### src/design/bcm_defines.vh
// Shared constants of the buck controller mode and fault logic
`ifndef BCM_DEFINES_VH
`define BCM_DEFINES_VH

// ----------------------------------------------------------------------------
// Timing
// ----------------------------------------------------------------------------
`define BCM_CLK_PERIOD_NS   100
`define BCM_CLK_HZ          10000000
`define BCM_CONT_FREQ_HZ    300000
`define BCM_ULTRA_MIN_HZ    25000
`define BCM_EN_OFF_NS       15000
`define BCM_OC_STREAK       2
`define BCM_DEAD_CYC        2
`define BCM_SS_STEPS        256
`define BCM_OCSET_CYC       2000
`define BCM_SS_CYC          20000
`define BCM_HOLD_CYC        1000

// ----------------------------------------------------------------------------
// APB register map
// ----------------------------------------------------------------------------
`define BCM_ADDR_CTRL       12'h000
`define BCM_ADDR_STATUS     12'h004
`define BCM_ADDR_SSREF      12'h008

// ----------------------------------------------------------------------------
// Fields
// ----------------------------------------------------------------------------
`define BCM_CTRL_ULTRA_EN   0
`define BCM_CTRL_SW_DIS     1
`define BCM_CTRL_RESET      2'h1
`define BCM_ST_OVER_V       0
`define BCM_ST_UNDER_V      1
`define BCM_ST_OVER_C       2
`define BCM_ST_PGOOD        3
`define BCM_ST_MODE_LO      4
`define BCM_ST_STATE_LO     7

`endif

### src/design/bcm_sync3.v
// Three-stage synchroniser with agreement filter, one per bit
`timescale 1ns/10ps
`default_nettype none

module bcm_sync3 #(
    parameter             WIDTH = 1,
    parameter [WIDTH-1:0] INIT  = {WIDTH{1'b0}}
) (
    // Clock and reset
    input  wire             clk,
    input  wire             reset_n,
    // Data
    input  wire [WIDTH-1:0] asyncIn,
    output wire [WIDTH-1:0] syncOut
);

    genvar i;
    generate
        for (i = 0; i < WIDTH; i = i + 1) begin : gBit
            reg s1_reg;
            reg s2_reg;
            reg s3_reg;
            reg out_reg;
            always @(posedge clk) begin
                if (!reset_n) begin
                    s1_reg  <= INIT[i];
                    s2_reg  <= INIT[i];
                    s3_reg  <= INIT[i];
                    out_reg <= INIT[i];
                end else begin
                    s1_reg <= asyncIn[i];
                    s2_reg <= s1_reg;
                    s3_reg <= s2_reg;
                    // Only a level seen on two stages counts
                    if (s2_reg == s3_reg) begin
                        out_reg <= s3_reg;
                    end
                end
            end
            assign syncOut[i] = out_reg;
        end
    endgenerate

endmodule // bcm_sync3
`default_nettype wire

### src/design/bcm_dead_time.v
// Non-overlapping gate command stage with dead time
`timescale 1ns/10ps
`default_nettype none

module bcm_dead_time #(
    parameter DEAD_CYC = 2
) (
    // Clock and reset
    input  wire clk,
    input  wire reset_n,
    // Requests
    input  wire hsReq,
    input  wire lsReq,
    input  wire lsHiZ,
    // Gate commands
    output reg  hsGate,
    output reg  lsGate,
    output reg  lsGateOe_n
);

    reg  [7:0] offCnt_reg;
    wire       deadDone = (offCnt_reg >= DEAD_CYC[7:0]);

    always @(posedge clk) begin
        if (!reset_n) begin
            hsGate     <= 1'b0;
            lsGate     <= 1'b0;
            lsGateOe_n <= 1'b0;
            offCnt_reg <= 8'h00;
        end else begin
            lsGateOe_n <= lsHiZ;
            // Turn-off is immediate, turn-on waits out the dead time
            hsGate <= hsReq & ~lsReq & (hsGate | (~lsGate & deadDone));
            lsGate <= lsReq & ~hsReq & ~lsHiZ & (lsGate | (~hsGate & deadDone));
            if (hsGate | lsGate) begin
                offCnt_reg <= 8'h00;
            end else if (!deadDone) begin
                offCnt_reg <= offCnt_reg + 8'h01;
            end
        end
    end

endmodule // bcm_dead_time
`default_nettype wire

### src/design/bcm_mode_fault.v
// Buck controller sequencing, mode selection and latched protections
`timescale 1ns/10ps
`default_nettype none
`include "bcm_defines.vh"

// Overview of operation
// - supply good starts; supply loss stops, clears latches
// - wait threshold-setting delay before soft-start
// - soft-start reference ramps monotonically from zero
// - soft-start diode emulation, then continuous, then auto
// - light load: diode emulation, low side cut
// - emulation on-time derived from input, output voltage
// - continuous current selects fixed-frequency PWM
// - ultrasonic mode keeps frequency above audio
// - ultrasonic: oscillator low side, on-time, low side
// - no zero crossing leaves ultrasonic for continuous
// - pre-charged output never discharged at start
// - enable low turns gates off after delay
// - enable release restarts soft-start
// - power-good released only inside feedback window
// - over-voltage: high low, low high until discharged
// - over-voltage latched until supply cycles
// - under-voltage turns gates off, masked in soft-start
// - under-voltage latched, no retry until supply cycles
// - sample valley current before low side off
// - two consecutive valley overs trip over-current
// - over-current latched until supply cycles
// - threshold setting: high low, low side floating
// - never both gates, dead time between them
module bcm_mode_fault #(
    parameter OCSET_CYC = `BCM_OCSET_CYC,
    parameter SS_CYC    = `BCM_SS_CYC,
    parameter HOLD_CYC  = `BCM_HOLD_CYC
) (
    // Clock and reset
    input  wire        clk,
    input  wire        reset_n,
    // APB slave
    input  wire [11:0] paddr,
    input  wire        psel,
    input  wire        penable,
    input  wire        pwrite,
    input  wire [31:0] pwdata,
    output reg  [31:0] prdata,
    output wire        pready,
    output wire        pslverr,
    // Comparator results, asynchronous
    input  wire        vccAbovePor,
    input  wire        enableLevel,
    input  wire        feedbackOverVolt,
    input  wire        feedbackUnderVolt,
    input  wire        feedbackInWindow,
    input  wire        feedbackBelowRef,
    input  wire        feedbackBelowDischarge,
    input  wire        zeroCross,
    input  wire        pwmTrip,
    input  wire        valleyOverThreshold,
    // Digitised converter voltages, same clock
    input  wire [7:0]  vinCode,
    input  wire [7:0]  voutCode,
    // Power stage and analog helpers
    output wire        highSideGateCmd,
    output wire        lowSideGateCmd,
    output wire        lowSideGateOe_n,
    output reg         ocSetSourceOn,
    output reg         valleySampleStrobe,
    output reg  [7:0]  softStartRef,
    output wire        pgoodOut,
    output reg         pgoodOe_n
);

    // ------------------------------------------------------------------------
    // Derived timing
    // ------------------------------------------------------------------------
    localparam integer PERIOD_CYC  = `BCM_CLK_HZ / `BCM_CONT_FREQ_HZ;
    localparam integer ULTRA_CYC   = `BCM_CLK_HZ / `BCM_ULTRA_MIN_HZ;
    localparam integer EN_OFF_CYC  = (`BCM_EN_OFF_NS + `BCM_CLK_PERIOD_NS - 1)
                                     / `BCM_CLK_PERIOD_NS;
    localparam integer MAXON_CYC   = PERIOD_CYC - 2 * `BCM_DEAD_CYC;
    localparam integer SS_STEP_CYC = SS_CYC / `BCM_SS_STEPS;

    localparam [5:0] S_OFF   = 6'h01;
    localparam [5:0] S_OCSET = 6'h02;
    localparam [5:0] S_SOFT  = 6'h04;
    localparam [5:0] S_HOLD  = 6'h08;
    localparam [5:0] S_RUN   = 6'h10;
    localparam [5:0] S_FAULT = 6'h20;

    localparam [2:0] OP_DIODE = 3'h1;
    localparam [2:0] OP_CONT  = 3'h2;
    localparam [2:0] OP_ULTRA = 3'h4;

    localparam [3:0] P_IDLE   = 4'h1;
    localparam [3:0] P_HIGH   = 4'h2;
    localparam [3:0] P_LOW    = 4'h4;
    localparam [3:0] P_OSCLOW = 4'h8;

    // ------------------------------------------------------------------------
    // Comparator synchronisers
    // ------------------------------------------------------------------------
    wire [9:0] cmpSync;
    bcm_sync3 #(.WIDTH(10), .INIT(10'h000)) uSync (
        .clk     (clk),
        .reset_n (reset_n),
        .asyncIn ({valleyOverThreshold, pwmTrip, zeroCross, feedbackBelowDischarge,
                   feedbackBelowRef, feedbackInWindow, feedbackUnderVolt,
                   feedbackOverVolt, enableLevel, vccAbovePor}),
        .syncOut (cmpSync)
    );
    wire vccOk    = cmpSync[0];
    wire enIn     = cmpSync[1];
    wire overV    = cmpSync[2];
    wire underV   = cmpSync[3];
    wire inWindow = cmpSync[4];
    wire belowRef = cmpSync[5];
    wire belowDis = cmpSync[6];
    wire zeroX    = cmpSync[7];
    wire pwmEnd   = cmpSync[8];
    wire valleyHi = cmpSync[9];

    // ------------------------------------------------------------------------
    // State
    // ------------------------------------------------------------------------
    reg  [5:0]  state_reg;
    reg  [5:0]  state_next;
    reg  [2:0]  opMode_reg;
    reg  [3:0]  phase_reg;
    reg  [1:0]  ctrl_reg;
    reg         overvoltageLatch_reg;
    reg         undervoltageLatch_reg;
    reg         overcurrentLatch_reg;
    reg         dischargeOn_reg;
    reg         ocsetDone_reg;
    reg  [1:0]  ocStreak_reg;
    reg  [15:0] timer_reg;
    reg  [15:0] enOffCnt_reg;
    reg  [15:0] periodCnt_reg;
    reg  [15:0] onCnt_reg;
    reg  [15:0] idleCnt_reg;
    reg  [15:0] cotAcc_reg;

    wire anyLatch = overvoltageLatch_reg | undervoltageLatch_reg | overcurrentLatch_reg;
    wire active   = |(state_reg & (S_SOFT | S_HOLD | S_RUN));
    wire enLevel  = enIn & ~ctrl_reg[`BCM_CTRL_SW_DIS];
    wire offDone  = (enOffCnt_reg == EN_OFF_CYC[15:0] - 16'd1);
    wire stepTick = (state_reg == S_SOFT) & (timer_reg == SS_STEP_CYC[15:0] - 16'd1);
    wire ssDone   = stepTick & (softStartRef == 8'hff);

    // Mode of the switching engine for the current state
    wire inRun     = (state_reg == S_RUN);
    wire fixedFreq = (state_reg == S_SOFT) | (state_reg == S_HOLD)
                   | (inRun & (opMode_reg == OP_CONT));
    wire diodeStop = (state_reg == S_SOFT) | (inRun & (opMode_reg != OP_CONT));
    wire periodStart = fixedFreq & (periodCnt_reg == 16'd0);

    // Constant on-time: input code accumulates to period times output code
    wire [15:0] cotGoal = voutCode * PERIOD_CYC[7:0];
    wire        cotDone = (cotAcc_reg >= cotGoal) | (onCnt_reg >= MAXON_CYC[15:0]);
    wire        pwmDone = pwmEnd | (onCnt_reg >= MAXON_CYC[15:0]);

    wire lowExit = (phase_reg == P_LOW)
                 & ((diodeStop & zeroX) | periodStart | (inRun & belowRef));

    // Protection triggers
    wire ovTrip = active & overV;
    wire uvTrip = ((state_reg == S_HOLD) | inRun) & underV;
    wire ocTrip = lowExit & valleyHi & (ocStreak_reg == `BCM_OC_STREAK - 1);

    // ------------------------------------------------------------------------
    // Sequencer
    // ------------------------------------------------------------------------
    always @* begin
        state_next = state_reg;
        case (state_reg)
            S_OFF: begin
                if (!anyLatch && !ocsetDone_reg) begin
                    state_next = S_OCSET;
                end else if (!anyLatch && enLevel) begin
                    state_next = S_SOFT;
                end
            end
            S_OCSET: begin
                if (timer_reg == OCSET_CYC[15:0] - 16'd1) begin
                    state_next = enLevel ? S_SOFT : S_OFF;
                end
            end
            S_SOFT: begin
                if (ssDone) begin
                    state_next = S_HOLD;
                end
            end
            S_HOLD: begin
                if (timer_reg == HOLD_CYC[15:0] - 16'd1) begin
                    state_next = S_RUN;
                end
            end
            S_RUN: begin
                state_next = S_RUN;
            end
            S_FAULT: begin
                state_next = S_FAULT;
            end
            default: begin
                state_next = S_OFF;
            end
        endcase
        if (!vccOk) begin
            state_next = S_OFF;
        end else if (anyLatch) begin
            state_next = S_FAULT;
        end else if (active && !enLevel && offDone) begin
            state_next = S_OFF;
        end
    end

    always @(posedge clk) begin
        if (!reset_n) begin
            state_reg             <= S_OFF;
            overvoltageLatch_reg  <= 1'b0;
            undervoltageLatch_reg <= 1'b0;
            overcurrentLatch_reg  <= 1'b0;
            dischargeOn_reg       <= 1'b0;
            ocsetDone_reg         <= 1'b0;
            timer_reg             <= 16'h0000;
            enOffCnt_reg          <= 16'h0000;
            softStartRef          <= 8'h00;
            ocSetSourceOn         <= 1'b0;
        end else begin
            state_reg     <= state_next;
            ocSetSourceOn <= (state_next == S_OCSET);
            if (state_next != state_reg || stepTick) begin
                timer_reg <= 16'h0000;
            end else begin
                timer_reg <= timer_reg + 16'h0001;
            end
            if (active && !enLevel && !offDone) begin
                enOffCnt_reg <= enOffCnt_reg + 16'h0001;
            end else begin
                enOffCnt_reg <= 16'h0000;
            end
            if (state_reg == S_OCSET) begin
                ocsetDone_reg <= 1'b1;
            end
            // Ramp only climbs; restarts from zero on each new soft-start
            if (state_reg != S_SOFT && state_next == S_SOFT) begin
                softStartRef <= 8'h00;
            end else if (state_reg == S_SOFT && stepTick && softStartRef != 8'hff) begin
                softStartRef <= softStartRef + 8'h01;
            end else if (state_reg == S_OFF || state_reg == S_OCSET) begin
                softStartRef <= 8'h00;
            end
            if (!vccOk) begin
                // Supply loss is the only way out of a latched fault
                overvoltageLatch_reg  <= 1'b0;
                undervoltageLatch_reg <= 1'b0;
                overcurrentLatch_reg  <= 1'b0;
                dischargeOn_reg       <= 1'b0;
                ocsetDone_reg         <= 1'b0;
            end else begin
                if (ovTrip) begin
                    overvoltageLatch_reg <= 1'b1;
                end
                if (uvTrip) begin
                    undervoltageLatch_reg <= 1'b1;
                end
                if (ocTrip) begin
                    overcurrentLatch_reg <= 1'b1;
                end
                if (ovTrip) begin
                    dischargeOn_reg <= 1'b1;
                end else if (belowDis) begin
                    dischargeOn_reg <= 1'b0;
                end
            end
        end
    end

    // ------------------------------------------------------------------------
    // Switching engine
    // ------------------------------------------------------------------------
    always @(posedge clk) begin
        if (!reset_n || !active || anyLatch) begin
            phase_reg          <= P_IDLE;
            opMode_reg         <= OP_DIODE;
            periodCnt_reg      <= 16'h0000;
            onCnt_reg          <= 16'h0000;
            idleCnt_reg        <= 16'h0000;
            cotAcc_reg         <= 16'h0000;
            ocStreak_reg       <= 2'h0;
            valleySampleStrobe <= 1'b0;
        end else begin
            if (periodCnt_reg == PERIOD_CYC[15:0] - 16'd1) begin
                periodCnt_reg <= 16'h0000;
            end else begin
                periodCnt_reg <= periodCnt_reg + 16'h0001;
            end
            if (phase_reg == P_HIGH) begin
                onCnt_reg  <= onCnt_reg + 16'h0001;
                cotAcc_reg <= cotAcc_reg + {8'h00, vinCode};
            end else begin
                onCnt_reg  <= 16'h0000;
                cotAcc_reg <= 16'h0000;
            end
            if (phase_reg == P_IDLE) begin
                idleCnt_reg <= idleCnt_reg + 16'h0001;
            end else begin
                idleCnt_reg <= 16'h0000;
            end
            if (!inRun) begin
                opMode_reg <= (state_reg == S_SOFT) ? OP_DIODE : OP_CONT;
            end
            // Valley current is judged at the last cycle of each low-side pulse, except oscillator pulses and continuous pulses ended by a zero crossing
            valleySampleStrobe <= lowExit;
            if (lowExit) begin
                ocStreak_reg <= valleyHi ? ocStreak_reg + 2'h1 : 2'h0;
            end
            case (phase_reg)
                P_IDLE: begin
                    // Low side waits for a first high pulse: pre-charge is kept
                    if (fixedFreq ? periodStart : belowRef) begin
                        phase_reg <= P_HIGH;
                    end else if (inRun && opMode_reg == OP_ULTRA
                                 && idleCnt_reg >= ULTRA_CYC[15:0] - 16'd1) begin
                        phase_reg <= P_OSCLOW;
                    end
                end
                P_HIGH: begin
                    if (fixedFreq ? pwmDone : cotDone) begin
                        phase_reg <= P_LOW;
                    end
                end
                P_LOW: begin
                    if (diodeStop && zeroX) begin
                        phase_reg <= P_IDLE;
                    end else if (inRun && opMode_reg == OP_CONT && zeroX) begin
                        phase_reg  <= P_IDLE;
                        opMode_reg <= ctrl_reg[`BCM_CTRL_ULTRA_EN] ? OP_ULTRA : OP_DIODE;
                    end else if (periodStart) begin
                        phase_reg <= P_HIGH;
                    end else if (inRun && belowRef) begin
                        // Next pulse due before current reached zero
                        phase_reg  <= P_HIGH;
                        opMode_reg <= OP_CONT;
                    end
                end
                P_OSCLOW: begin
                    if (belowRef) begin
                        phase_reg <= P_HIGH;
                    end
                end
                default: begin
                    phase_reg <= P_IDLE;
                end
            endcase
        end
    end

    // ------------------------------------------------------------------------
    // Gate drive
    // ------------------------------------------------------------------------
    wire drive = active & ~anyLatch;
    wire hsReq = drive & (phase_reg == P_HIGH);
    wire lsReq = (drive & ((phase_reg == P_LOW) | (phase_reg == P_OSCLOW)))
               | ((state_reg == S_FAULT) & overvoltageLatch_reg & dischargeOn_reg);

    bcm_dead_time #(.DEAD_CYC(`BCM_DEAD_CYC)) high_side_gate_cmd (
        .clk        (clk),
        .reset_n    (reset_n),
        .hsReq      (hsReq),
        .lsReq      (lsReq),
        .lsHiZ      (state_reg == S_OCSET),
        .hsGate     (highSideGateCmd),
        .lsGate     (lowSideGateCmd),
        .lsGateOe_n (lowSideGateOe_n)
    );

    // ------------------------------------------------------------------------
    // Power good, open drain
    // ------------------------------------------------------------------------
    assign pgoodOut = 1'b0;
    always @(posedge clk) begin
        if (!reset_n) begin
            pgoodOe_n <= 1'b0;
        end else begin
            pgoodOe_n <= inWindow & ~anyLatch;
        end
    end

    // ------------------------------------------------------------------------
    // APB registers
    // ------------------------------------------------------------------------
    wire mapped = (paddr == `BCM_ADDR_CTRL) | (paddr == `BCM_ADDR_STATUS)
                | (paddr == `BCM_ADDR_SSREF);
    assign pready  = 1'b1;
    assign pslverr = psel & penable & ~mapped;

    always @(posedge clk) begin
        if (!reset_n) begin
            ctrl_reg <= `BCM_CTRL_RESET;
            prdata   <= 32'h00000000;
        end else begin
            if (psel && penable && pwrite && paddr == `BCM_ADDR_CTRL) begin
                ctrl_reg <= pwdata[1:0];
            end
            if (psel && !penable) begin
                if (paddr == `BCM_ADDR_CTRL) begin
                    prdata <= {30'h0, ctrl_reg};
                end else if (paddr == `BCM_ADDR_STATUS) begin
                    prdata <= {19'h0, state_reg, opMode_reg, ~pgoodOe_n == 1'b0,
                               overcurrentLatch_reg, undervoltageLatch_reg,
                               overvoltageLatch_reg};
                end else if (paddr == `BCM_ADDR_SSREF) begin
                    prdata <= {24'h0, softStartRef};
                end else begin
                    prdata <= 32'h00000000;
                end
            end
        end
    end

endmodule // bcm_mode_fault
`default_nettype wire

### config.mk
export PLATFORM = sky130hd
export DESIGN_NAME = bcm_mode_fault
export DESIGN_NICKNAME = d
export VERILOG_FILES = /design/src/design/bcm_sync3.v /design/src/design/bcm_dead_time.v /design/src/design/bcm_mode_fault.v
export VERILOG_INCLUDE_DIRS = /design/src /design/src/design
export SDC_FILE = /design/constraint.sdc
export NUM_CORES = 1
export LEC_CHECK = 0
export BUFFER_PORTS_ARGS = -buffer_cell sky130_fd_sc_hd__buf_2
export CAP_MARGIN = 5
export CORE_AREA = 10 10 126 151
export CTS_CLUSTER_DIAMETER = 200
export DETAILED_ROUTE_END_ITERATION = 16
export DIE_AREA = 0 0 136 161
export PLACE_DENSITY_LB_ADDON = 0.05
export SETUP_SLACK_MARGIN = 0.5
export SYNTH_ARGS = -nofsm -noshare
export SYNTH_HDL_FRONTEND = slang
export SYNTH_SLANG_ARGS = --single-unit
### constraint.sdc
create_clock -name clk -period 6.2 [get_ports clk]
set_input_delay 0.31 -clock clk [delete_from_list [all_inputs] [get_ports clk]]
set_output_delay 0.31 -clock clk [all_outputs]
set_load 0.01 [all_outputs]
== After elaboration in Yosys (flattened, before gate mapping) ==
Cells that the tools add are included.
W data, S select, Z words.
Storage, ports and cells
  register bits after elaboration: 212
  bits in latches: 0
  bits in writable memories: 0
  bits in read-only memories: 0
  output and inout bits: 49
  logic and storage cells: 256
  memories kept: 0
Operators by class
  add/subtract/negate cells: 9
  multiply operators: 1
  divide/modulo/power cells: 0
  $lt $le $gt $ge: 4
  equal/unequal tests: 41
  shift operators: 0
  multiplexer cells: 37
  bitwise gates (word level): 56
  reduce and logical (&&, ||, !) cells: 43
Operators by type and width (number)
  $add A16 B1 Y16 const B: 5
  $mux W6: 8
  $pmux W6 S6: 1
  $mux W4: 8
  $and A1 B1 Y1: 28
  $mux W13: 2
  $mux W3: 8
  $mux W8: 3
  $logic_and A1 B1 Y1: 18
  $or A1 B1 Y1: 17
  $add A16 B8 Y16: 1
  $add A8 B1 Y8 const B: 2
  $eq A16 B10 Y1 const B: 1
  $eq A16 B11 Y1 const B: 1
  $eq A16 B6 Y1 const B: 1
  $eq A16 B7 Y1 const B: 1
  $eq A16 B8 Y1 const B: 1
  $ge A16 B14 Y1: 1
  $ge A16 B5 Y1 const B: 1
  $ge A16 B9 Y1 const B: 1
  $logic_not A16 Y1: 1
  $pmux W4 S4: 1
  $mul A8 B6 Y14 const B: 1
  $eq A12 B3 Y1 const B: 1
  36 further kinds: 78

== Logic depth before layout (Yosys ltp) ==
Gate-level depths: netlist (run 1).
  word-level depth: 13
  mapped depth: 16

== Hierarchy ==
A second synthesis (run 1) with hierarchy kept.
Unflattened totals
  cells, all modules: 1062
  area total of the unflattened synthesis: 9350.2 um^2
Modules (own cells, without submodules)
  bcm_mode_fault: instances 1, cells each 906, area an instance 7633.6 um^2
  bcm_sync3: instances 1, cells each 114, area an instance 1286.2 um^2
  bcm_dead_time: instances 1, cells each 42, area an instance 430.4 um^2

== Least setup slack after synthesis (run 1) ==
OpenSTA, ideal clock, no wires.
  path type: in2reg
  start point: input voutCode[2]
  end point: register phase_reg[2]
  library setup time: 115 ps
  data arrival time: 3206 ps
  data required time: 6085 ps
  path slack: 2880 ps
  stages on the path: 16
  buffers on the path: 0
  cell sequence: ha_1 ha_1 ha_1 inv_1 fa_1 nor2b_1 o21ai_0 xor2_1 ha_1 o21ai_0 o211ai_1 a211oi_1 o21ai_0 a41o_1 and4_1 o21a_1
On the way
  longest elaborated chain between the ends: 6
Ends and longest elaborated chain
  from (decl): line bcm_mode_fault.v:60  | input wire [7:0] voutCode,
  $mul A8 B6 Y14: line bcm_mode_fault.v:157  | wire [15:0] cotGoal = voutCode * PERIOD_CYC[7:0];
  $ge A16 B14 Y1: line bcm_mode_fault.v:158  | wire cotDone = (cotAcc_reg >= cotGoal) | (onCnt_reg >= MAXON_CYC[15:0]);
  $or A1 B1 Y1: line bcm_mode_fault.v:158
  $mux W1: line bcm_mode_fault.v:328  | if (fixedFreq ? pwmDone : cotDone) begin
  $ne A2 B1 Y1 (no source line)
  $reduce_and A4 Y1 (no source line)
  to (signal assigned): line bcm_mode_fault.v:329  | phase_reg <= P_LOW;
  to (signal assigned): line bcm_mode_fault.v:334  | phase_reg <= P_IDLE;
  to (signal assigned): line bcm_mode_fault.v:336  | phase_reg <= P_IDLE;
  to (decl): line bcm_mode_fault.v:127  | reg [3:0] phase_reg;
No other way between the ends.
A chain may end at the register's enable or synchronous reset.

== Worst setup path in the final report (run 1) ==
  start point: input voutCode[7]
  end point: register phase_reg[2]
The elaborated chain is that of the path after synthesis.

==> flow_summary_export.csv, run 1 <==
group,metric,value,unit
routing,drt-total-wl,19100,microns
place,port_buffers,72,
clocking,insertion_delay,440,ps
place,placed_area,9710,sq um
synth,postSynth.asyncResetShare,0,%
global_routing,busiest_layer,"met2",
synth,synth_cell_types,70,
critical_path,cp_max_fo,4,
timing,finClkSkew,6.82,ps
global_routing,antenna_found_initial,0,
critical_path,cp-end-kind,"flop",
critical_path,crit_path_start_kind,"primary input",
cells_and_area,antenna_cells,0,
critical_path,cp.required,6530,ps
clocking,cts_resized,0,
clocking,clk_pin_slew,70,ps
timing,timing.fmax,312,MHz
place,gp_congestion,0.877,
cells_and_area,drive_gt1_share,11.6,%
global_routing,met2_usage,29.9,%
timing,rsz0062_at_grt,"no",
timing,slew_viol_final,0,
pwr,leakagePower,0.00404,uW
timing,worstMarginPinSlew,1100,ps
clocking,cts_made_buffers,17,
routing,drt_iter0_drc,410,
floorplan,dieArea,21900,sq um
timing,slew_headroom,26.5,%
pwr,clkPwrFrac,44.3,%
global_routing,first_global_vias,7066,
critical_path,worstSetupPathType,"primary input to flop",
cells_and_area,syn_to_final_growth,11.0,%
pwr,p_sw_share,22.1,%
synth,ys_seq_area_share,41.6,%
timing,timing.final.hold_violations,0,
clocking,cts_htree_levels,4,
floorplan,rows,51,
outcome,status,"finished clean",
flow_run,cap_violations,0,
clocking,cts_root_buf,"clkbuf_16",
global_routing,grt_pass1_wl,32800,microns
floorplan,start_util,58.0,%
clocking,cts_tree,"done",
place,dp_cells,1313,
pwr,ir_worst_vdd,0.202,mV
global_routing,gr-usage-all-layers,17.7,%
cells_and_area,nets,1242,
routing,vias,7320,
pwr,power_switching,555,uW
timing,fin_setup_tns,0,ps
clocking,ctsHoldBuffers,0,
floorplan,dieWidth,136,microns
floorplan,fp.dieH,161,microns
cells_and_area,final_cells,1345,
synth,synth-edff-count,0,
routing,post-route-drc-count,0,
synth,syn_area,9300,sq um
pwr,power_density,244,nW/um^2
synth,synth_seq_cells,193,
cells_and_area,final_area,10300,sq um
global_routing,met1_usage,21.9,%
synth,syn_inst,1058,
routing,drt_pass1_iterations,7,
floorplan,core,16000,sq um
critical_path,arrival,3530,ps
synth,synth_ff_type,"dfxtp_1",
hold_path,hp-class,"primary input to flop",
floorplan,boundaryPins,124,
clocking,clock-sinks,193,
pwr,p_int,1960,uW
routing,detail_route.wl_per_cell,14.2,microns
pwr,pwr-share-comb,5.3,%
place,hpwl,14100,microns
pwr,pwr-share-seq,50.3,%
clocking,postCtsSetupBuffers,0,
timing,min_period,3200,ps
global_routing,grt-ovfl-total,0,
global_routing,met3_usage,3.66,%
global_routing,grt_max_degree,72,
cells_and_area,final_core_util,64.4,%
routing,vias_per_cell,5.44,
synth,yosysWarnings,0,
routing,ant_nets,0,
timing,period_share,51.6,%
clocking,clockBufferDepth,2,
timing,setup_viol,0,
synth,syn_area_per_cell,8.79,sq um
==> cells by family (layout without fill, tap and decap cells) <==
family / after synthesis / in the layout / share of synthesized area, %
simple gates: 459 / 459 / 26.3
flops: 193 / 193 / 41.6
compound gates: 190 / 190 / 13.4
buf+inv: 89 / 145 / 4.77
xor+xnor: 74 / 74 / 6.97
fa+ha+maj: 47 / 47 / 6.49
mux: 4 / 4 / 0.431
other cells: 2 / 21 / 0.0808
==> per-layer routing <==
layer  part of all wire [%]  up-vias
li1                       -     3808
met1                     46     3388
met2                     49      108
met3                    3.9       16
met4                    1.1        0
met5                      0        -
==> power groups by stage <==
stage                     registers [uW]  clock network, uW  logic, uW
after floorplan                     1290                  0        106
after global placement              1290                  0        131
after detailed placement            1300                  0        133
after CTS                           1270               1140        134
after global routing                1270               1200        153
final                               1270               1120        134
==> critical path: stages <==
cell and delay (ps):
buf_2 120, ha_1 270, ha_1 280, ha_1 160
inv_1 50, fa_1 390, nor2b_1 160, o21ai_0 110
xor2_1 160, ha_1 290, o21ai_0 80, o211ai_1 120
a211oi_1 220, o21ai_0 150, a41o_1 290, and4_1 180
o21a_1 170
==> cell usage after synthesis (28+ instances only) <==
| cell type | number | area (sq um) |
|---|---|---|
| and3_1 | 37 | 231 |
| ha_1 | 45 | 563 |
| and2_1 | 38 | 238 |
| nor3_1 | 28 | 140 |
| nor2_1 | 108 | 405 |
| o21ai_0 | 51 | 255 |
| xor2_1 | 49 | 429 |
| dfxtp_1 | 193 | 3860 |
| nand2_1 | 79 | 297 |
| a21oi_1 | 51 | 255 |
| nand3_1 | 43 | 215 |
| inv_1 | 38 | 143 |
==> cells in the final DEF (no fill, tap or decap), drive strengths merged, types with 9 or more instances in the layout <==
| cell type | netlist | layout |
|---|---|---|
| nor2b | 19 | 19 |
| xor2 | 49 | 49 |
| nand2b | 9 | 9 |
| clkbuf | 24 | 20 |
| and2 | 38 | 38 |
| dfxtp | 193 | 193 |
| nand2 | 79 | 79 |
| a22oi | 9 | 9 |
| ha | 45 | 45 |
| buf | 27 | 75 |
| nor2 | 109 | 109 |
| o21ai | 55 | 55 |
| nor4 | 15 | 15 |
| nor3 | 39 | 39 |
| inv | 38 | 41 |
| a211oi | 11 | 11 |
| conb | 2 | 21 |
| or3 | 19 | 19 |
| and3 | 37 | 37 |
| nand4 | 20 | 20 |
| nand3 | 43 | 43 |
| a21oi | 51 | 51 |
| xnor2 | 25 | 25 |
| a21boi | 19 | 19 |
==> layout make-up <==
class,count,area [sq um]
fill,1473,5700
multi-input combinational,795,5060
sequential,193,3860
clock buffer,20,447
timing repair buffer,75,383
tap,212,265
clock inverter,12,155
inverter,38,143
==> worst paths after layout <==
check	from	endpoint	slack, ps	depth (start not counted)
worst min-delay path	vccAbovePor	uSync.gBit[0].s1_reg$_SDFF_PN0_	80	2
worst max-delay path	voutCode[7]	phase_reg[2]$_SDFFE_PP0P_	3000	17
worst min register to register	uSync.gBit[8].s1_reg$_SDFF_PN0_	uSync.gBit[8].s2_reg$_SDFF_PN0_	430	1
worst max register to register	state_reg[2]$_SDFF_PN0_	timer_reg[11]$_SDFF_PP0_	3160	7
==> metrics by stage <==
step,power [uW],setup slack (ps),hold WS (ps)
after floorplan,1400,2880,412
after global placement,1430,2600,415
after detailed placement,1430,2540,419
after CTS,2540,3000,58.2
after global routing,2620,2770,69.4
final,2520,3000,75.7
No activity file was read; power rests on OpenSTA's default activity.
==> run 2: changes to the inputs <==
CORE_AREA = 10 10 134 160   (was 10 10 126 151)
DIE_AREA = 0 0 144 170   (was 0 0 136 161)
clock period = 2.8 ns   (was 6.2 ns; I/O delays follow)
==> run 2 against run 1 <==
Register-to-register slack got worse by 2900 ps. Critical endpoint unchanged. Clock power rose by 100%. Global-route usage fell by 0.40 points. Highest routed layer unchanged. Final cell count rose by 5.4%. Power rose by 120%. Final area rose by 10%. Core utilization fell by 2.0 points. Worst hold slack got worse by 7.2 ps.
==> flow_summary_export.csv, run 2 (synthesis results as in run 1) <==
group,metric,value,unit
routing,vias,7664,
critical_path,arrival,3000,ps
flow_run,cap_violations,0,
floorplan,fp.dieH,170,microns
cells_and_area,final_common_cell,"dfxtp_1",
clocking,insertion_delay,430,ps
routing,detail_route.wl_per_cell,15.1,microns
routing,vias_per_cell,5.40,
floorplan,start_util,51.1,%
floorplan,core,18200,sq um
cells_and_area,final_cell_mix,"dfxtp_1, nor2_1, nand2_1",
cells_and_area,drive_gt1_share,20.8,%
pwr,ir_worst_vdd,0.427,mV
clocking,clock-sinks,193,
clocking,clk_pin_slew,70,ps
pwr,total_power,5460,uW
clocking,cts_root_buf,"clkbuf_16",
routing,post-route-drc-count,0,
global_routing,grt_pass1_wl,35000,microns
timing,period_share,95.7,%
cells_and_area,final_cells,1418,
outcome,status,"finished clean",
cells_and_area,final_core_util,62.4,%
place,hpwl,15200,microns
critical_path,cp_max_fo,4,
place,dp_cells,1350,
pwr,power_density,482,nW/um^2
routing,drt_iter0_drc,315,
global_routing,grt_max_degree,41,
timing,slew_viol_final,0,
timing,finClkSkew,11.2,ps
timing,timing.fmax,373,MHz
cells_and_area,antenna_cells,0,
timing,setup_viol,0,
critical_path,cp-end-kind,"flop",
global_routing,first_global_vias,7266,
critical_path,cp.required,3130,ps
place,gp_congestion,0.864,
timing,slew_headroom,49.4,%
timing,rsz0062_at_grt,"yes",
timing,worstMarginPinSlew,752,ps
routing,drt-total-wl,21500,microns
timing,timing.final.hold_violations,0,
floorplan,boundaryPins,124,
global_routing,antenna_found_initial,0,
cells_and_area,syn_to_final_growth,22.0,%
timing,min_period,2680,ps
timing,whs,68.4,ps
critical_path,worstSetupPathType,"primary input to flop",
place,place_ws,-431,ps
timing,finalWorstSetupSlack,122,ps
routing,ant_nets,0,
routing,drt_pass1_iterations,4,
cells_and_area,nets,1304,
global_routing,gr-usage-all-layers,17.3,%
floorplan,rows,54,
clocking,cts_htree_levels,4,
global_routing,grt-ovfl-total,0,
clocking,cts_made_buffers,17,
critical_path,crit_path_start_kind,"primary input",
floorplan,dieArea,24500,sq um
floorplan,dieWidth,144,microns
place,port_buffers,72,
clocking,cts_tree,"done",
clocking,clockBufferDepth,2,
hold_path,hp-class,"primary input to flop",
pwr,leakagePower,0.00439,uW
-- run 2: cell types whose count changed in the layout (fill, tap and decap cells not counted), sizes merged --
cell and change:
bufinv -3, clkbuf -3, dlygate4sd3 +12, inv +4, clkinv +1, buf +50
-- run 2: where the power goes --
| group | leakage [uW] | internal (uW) | total (uW) | switching, uW |
|---|---|---|---|---|
| combinational | 0.00255 | 172 | 368 | 197 |
| sequential | 0.00156 | 2780 | 2800 | 22.8 |
| clock | 0.000270 | 1160 | 2290 | 1130 |
-- run 2: worst max-delay path: stages --
cell and delay [ps]:
buf_8 100, ha_4 240, ha_4 270, ha_4 130
inv_2 30, fa_2 390, nor2b_4 140, o21ai_2 70
xor2_1 140, ha_1 310, o21ai_1 70, o211ai_1 140
a211oi_2 160, o21ai_1 110, a41o_1 230, and4_1 160
o21a_1 170
-- run 2: worst paths after layout --
| kind | slack [ps] | startpoint | depth (start not counted) | end |
|---|---|---|---|---|
| worst max-delay path | 120 | voutCode[7] | 17 | phase_reg[2]$_SDFFE_PP0P_ |
| worst min-delay path | 70 | vinCode[0] | 3 | cotAcc_reg[0]$_SDFF_PP0_ |
| worst max register to register | 250 | state_reg[3]$_SDFF_PN0_ | 11 | timer_reg[4]$_SDFF_PP0_ |
| worst min register to register | 430 | uSync.gBit[4].s1_reg$_SDFF_PN0_ | 1 | uSync.gBit[4].s2_reg$_SDFF_PN0_ |
-- run 2: final cells by class --
cell class | count | area, sq um
Clock buffer | 17 | 425
Clock inverter | 14 | 121
Fill cell | 1569 | 6830
Inverter | 38 | 143
Multi-Input combinational cell | 795 | 5520
Sequential cell | 193 | 3870
Tap cell | 224 | 280
Timing Repair Buffer | 137 | 982
-- run 2: timing repair --
action / in CTS / in global routing
cloned: 2 / 0
resized for setup: 50 / 50
setup buffers: 15 / 8
hold endpoints to repair: 12 / 0
pin swaps: 30 / 24
setup endpoints to repair: 33 / 53
hold buffers: 12 / 0
-- run 2: metal layers --
layer	global-route usage, %	up-vias	wire length [microns]
li1	-	3927	-
met1	22.3	3614	9880
met2	28.6	106	10800
met3	2.67	17	617
met4	6.05	0	222
met5	0	-	0
-- run 2: per-stage QoR --
stage,setup TNS [ps],cell area (sq um)
global placement,-838,9990
finish,0,11300
detailed placement,-1090,9990
CTS,0,11100
floorplan,-163,9410
global route,-0.449,11300
==> run 3: changes to the inputs <==
REMOVE_ABC_BUFFERS = 1   (was unset)
SKIP_CTS_REPAIR_TIMING = 1   (was unset)
==> run 3 against run 2 <==
The run now ends with hold timing left. Critical endpoint unchanged. Clock skew increased by 3.6 ps. Largest power group unchanged. Count of clock-buffer cells in the layout increased by 1. Sequential power about the same. Clock power increased by 7%. Fmax decreased by 4.3%.
==> flow_summary_export.csv, run 3 (synthesis results as in run 1) <==
group,metric,value,unit
outcome,status,"complete, but fails checks",
outcome,failed_checks,"hold timing",
routing,detail_route.wl_per_cell,15.6,microns
floorplan,start_util,51.1,%
place,hpwl,15700,microns
timing,period_share,99.9,%
critical_path,max_stage_delay,380,ps
critical_path,r2r-start,"state_reg[3]$_SDFF_PN0_",
routing,ant_nets,0,
clocking,cts_root_buf,"clkbuf_16",
pwr,leakagePower,0.00445,uW
cells_and_area,syn_to_final_growth,22.9,%
place,port_buffers,72,
clocking,cts_htree_levels,4,
clocking,clk_pin_slew,70,ps
critical_path,crit_path_start_kind,"primary input",
global_routing,grt_pass1_wl,34700,microns
floorplan,fp.dieH,170,microns
routing,post-route-drc-count,0,
critical_path,path_cells,"buf_2 > ha_2 > ha_4 > ha_4 > inv_2 > fa_2 > nor2b_4 > o21ai_2 > xor2_1 > ha_1 > o21ai_1 > o211ai_1 > a211oi_1 > o21ai_1 > a41o_1 > and4_1 > o21a_1",
global_routing,grt-ovfl-total,0,
timing,min_period,2800,ps
timing,whs,-2.64,ps
timing,slew_headroom,47.8,%
pwr,power_density,490,nW/um^2
global_routing,gr-usage-all-layers,17.1,%
critical_path,worstSetupPathType,"primary input to flop",
cells_and_area,final_common_cell,"dfxtp_1",
critical_path,cp-end-kind,"flop",
pwr,total_power,5600,uW
cells_and_area,final_core_util,62.9,%
timing,finClkSkew,14.8,ps
critical_path,r2r_setup_slack,190,ps
timing,rsz0062_at_grt,"yes",
critical_path,reg2regPathDepth,9,
clocking,insertion_delay,440,ps
pwr,ir_worst_vdd,0.398,mV
timing,worstMarginPinSlew,777,ps
clocking,cts_made_buffers,17,
cells_and_area,nets,1310,
flow_run,cap_violations,0,
critical_path,cp_slowest_cell,"fa_2",
cells_and_area,final_area,11400,sq um
global_routing,first_global_vias,7284,
routing,drt_pass1_iterations,4,
timing,slew_viol_final,0,
cells_and_area,drive_gt1_share,21.6,%
routing,drt_iter0_drc,409,
floorplan,dieArea,24500,sq um
hold_path,whs_endpoint,"ctrl_reg[1]$_SDFFE_PN0P_",
clocking,clockBufferDepth,2,
critical_path,reg2reg_to,"timer_reg[6]$_SDFF_PP0_",
timing,timing.fmax,357,MHz
global_routing,grt_max_degree,38,
floorplan,boundaryPins,124,
timing,setup_viol,0,
floorplan,dieWidth,144,microns
hold_path,hp-class,"primary input to flop",
routing,vias,7739,
cells_and_area,final_cell_mix,"dfxtp_1, nor2_1, nand2_1",
hold_path,hold_depth,3,
floorplan,rows,54,
critical_path,cp_max_fo,4,
clocking,cts_tree,"done",
clocking,clock-sinks,193,
place,gp_congestion,0.860,
routing,drt-total-wl,22200,microns
routing,vias_per_cell,5.43,
global_routing,antenna_found_initial,0,
hold_path,hp-start,"pwdata[1]",
place,placed_area,10000,sq um
cells_and_area,antenna_cells,0,
floorplan,core,18200,sq um
timing,timing.final.hold_violations,1,
critical_path,arrival,3120,ps
critical_path,cp.required,3120,ps
-- run 3: cell count changes in the layout (fill, tap and decap cells not counted), moves of 3 or more --
cell	change
dfxtp_2	+3
buf_4	+12
buf_6	-6
dfxtp_1	-4
nor2_1	+4
-- run 3: cell type report --
class	count	area, sq um
Clock buffer	18	429
Clock inverter	14	165
Fill cell	1571	6750
Inverter	38	143
Multi-Input combinational cell	795	5540
Sequential cell	193	3880
Tap cell	224	280
Timing Repair Buffer	143	995
-- run 3: critical path, delay by kind of cell --
kind / cells / cell delay, ps
adder cells (fa/ha/maj): 5 / 1310
buffers and inverters: 2 / 150
AND/OR/NAND/NOR: 2 / 310
XOR/XNOR: 1 / 160
AO/OA/AOI/OAI: 7 / 1050
-- run 3: power by group --
| part | leakage (uW) | switching [uW] | internal [uW] |
|---|---|---|---|
| clock network | 0.000293 | 1160 | 1280 |
| registers | 0.00156 | 22.5 | 2780 |
| logic | 0.00259 | 197 | 169 |
| total | 0.00445 | 1380 | 4230 |
-- run 3: metrics by stage --
step / setup WS, ps / cells / TNS, ps
after floorplan: -350 / 1026 / -738
after global placement: -626 / 1359 / -1670
after detailed placement: -745 / 1359 / -2020
after CTS: -282 / 1391 / -637
after global routing: -151 / 1425 / -235
final: 2.65 / 1425 / 0
-- run 3: how the worst max path moves through the flow --
| stage | from | depth (start not counted) | slack, ps | to |
|---|---|---|---|---|
| after floorplan | voutCode[2] | 16 | -350 | phase_reg[2]$_SDFFE_PP0P_ |
| after global placement | voutCode[2] | 17 | -630 | phase_reg[2]$_SDFFE_PP0P_ |
| after detailed placement | voutCode[2] | 17 | -750 | phase_reg[2]$_SDFFE_PP0P_ |
| after CTS | voutCode[2] | 17 | -280 | phase_reg[2]$_SDFFE_PP0P_ |
| after global routing | voutCode[6] | 17 | -150 | phase_reg[2]$_SDFFE_PP0P_ |
| final | voutCode[6] | 17 | 3 | phase_reg[2]$_SDFFE_PP0P_ |
-- run 3: per-layer routing --
metal | vias up | wire [microns] | track usage [%]
met4 | 0 | 324 | 5.02
met2 | 128 | 11600 | 30.5
li1 | 3946 | - | -
met3 | 32 | 624 | 3.12
met1 | 3633 | 9640 | 20.2
met5 | - | 0 | 0
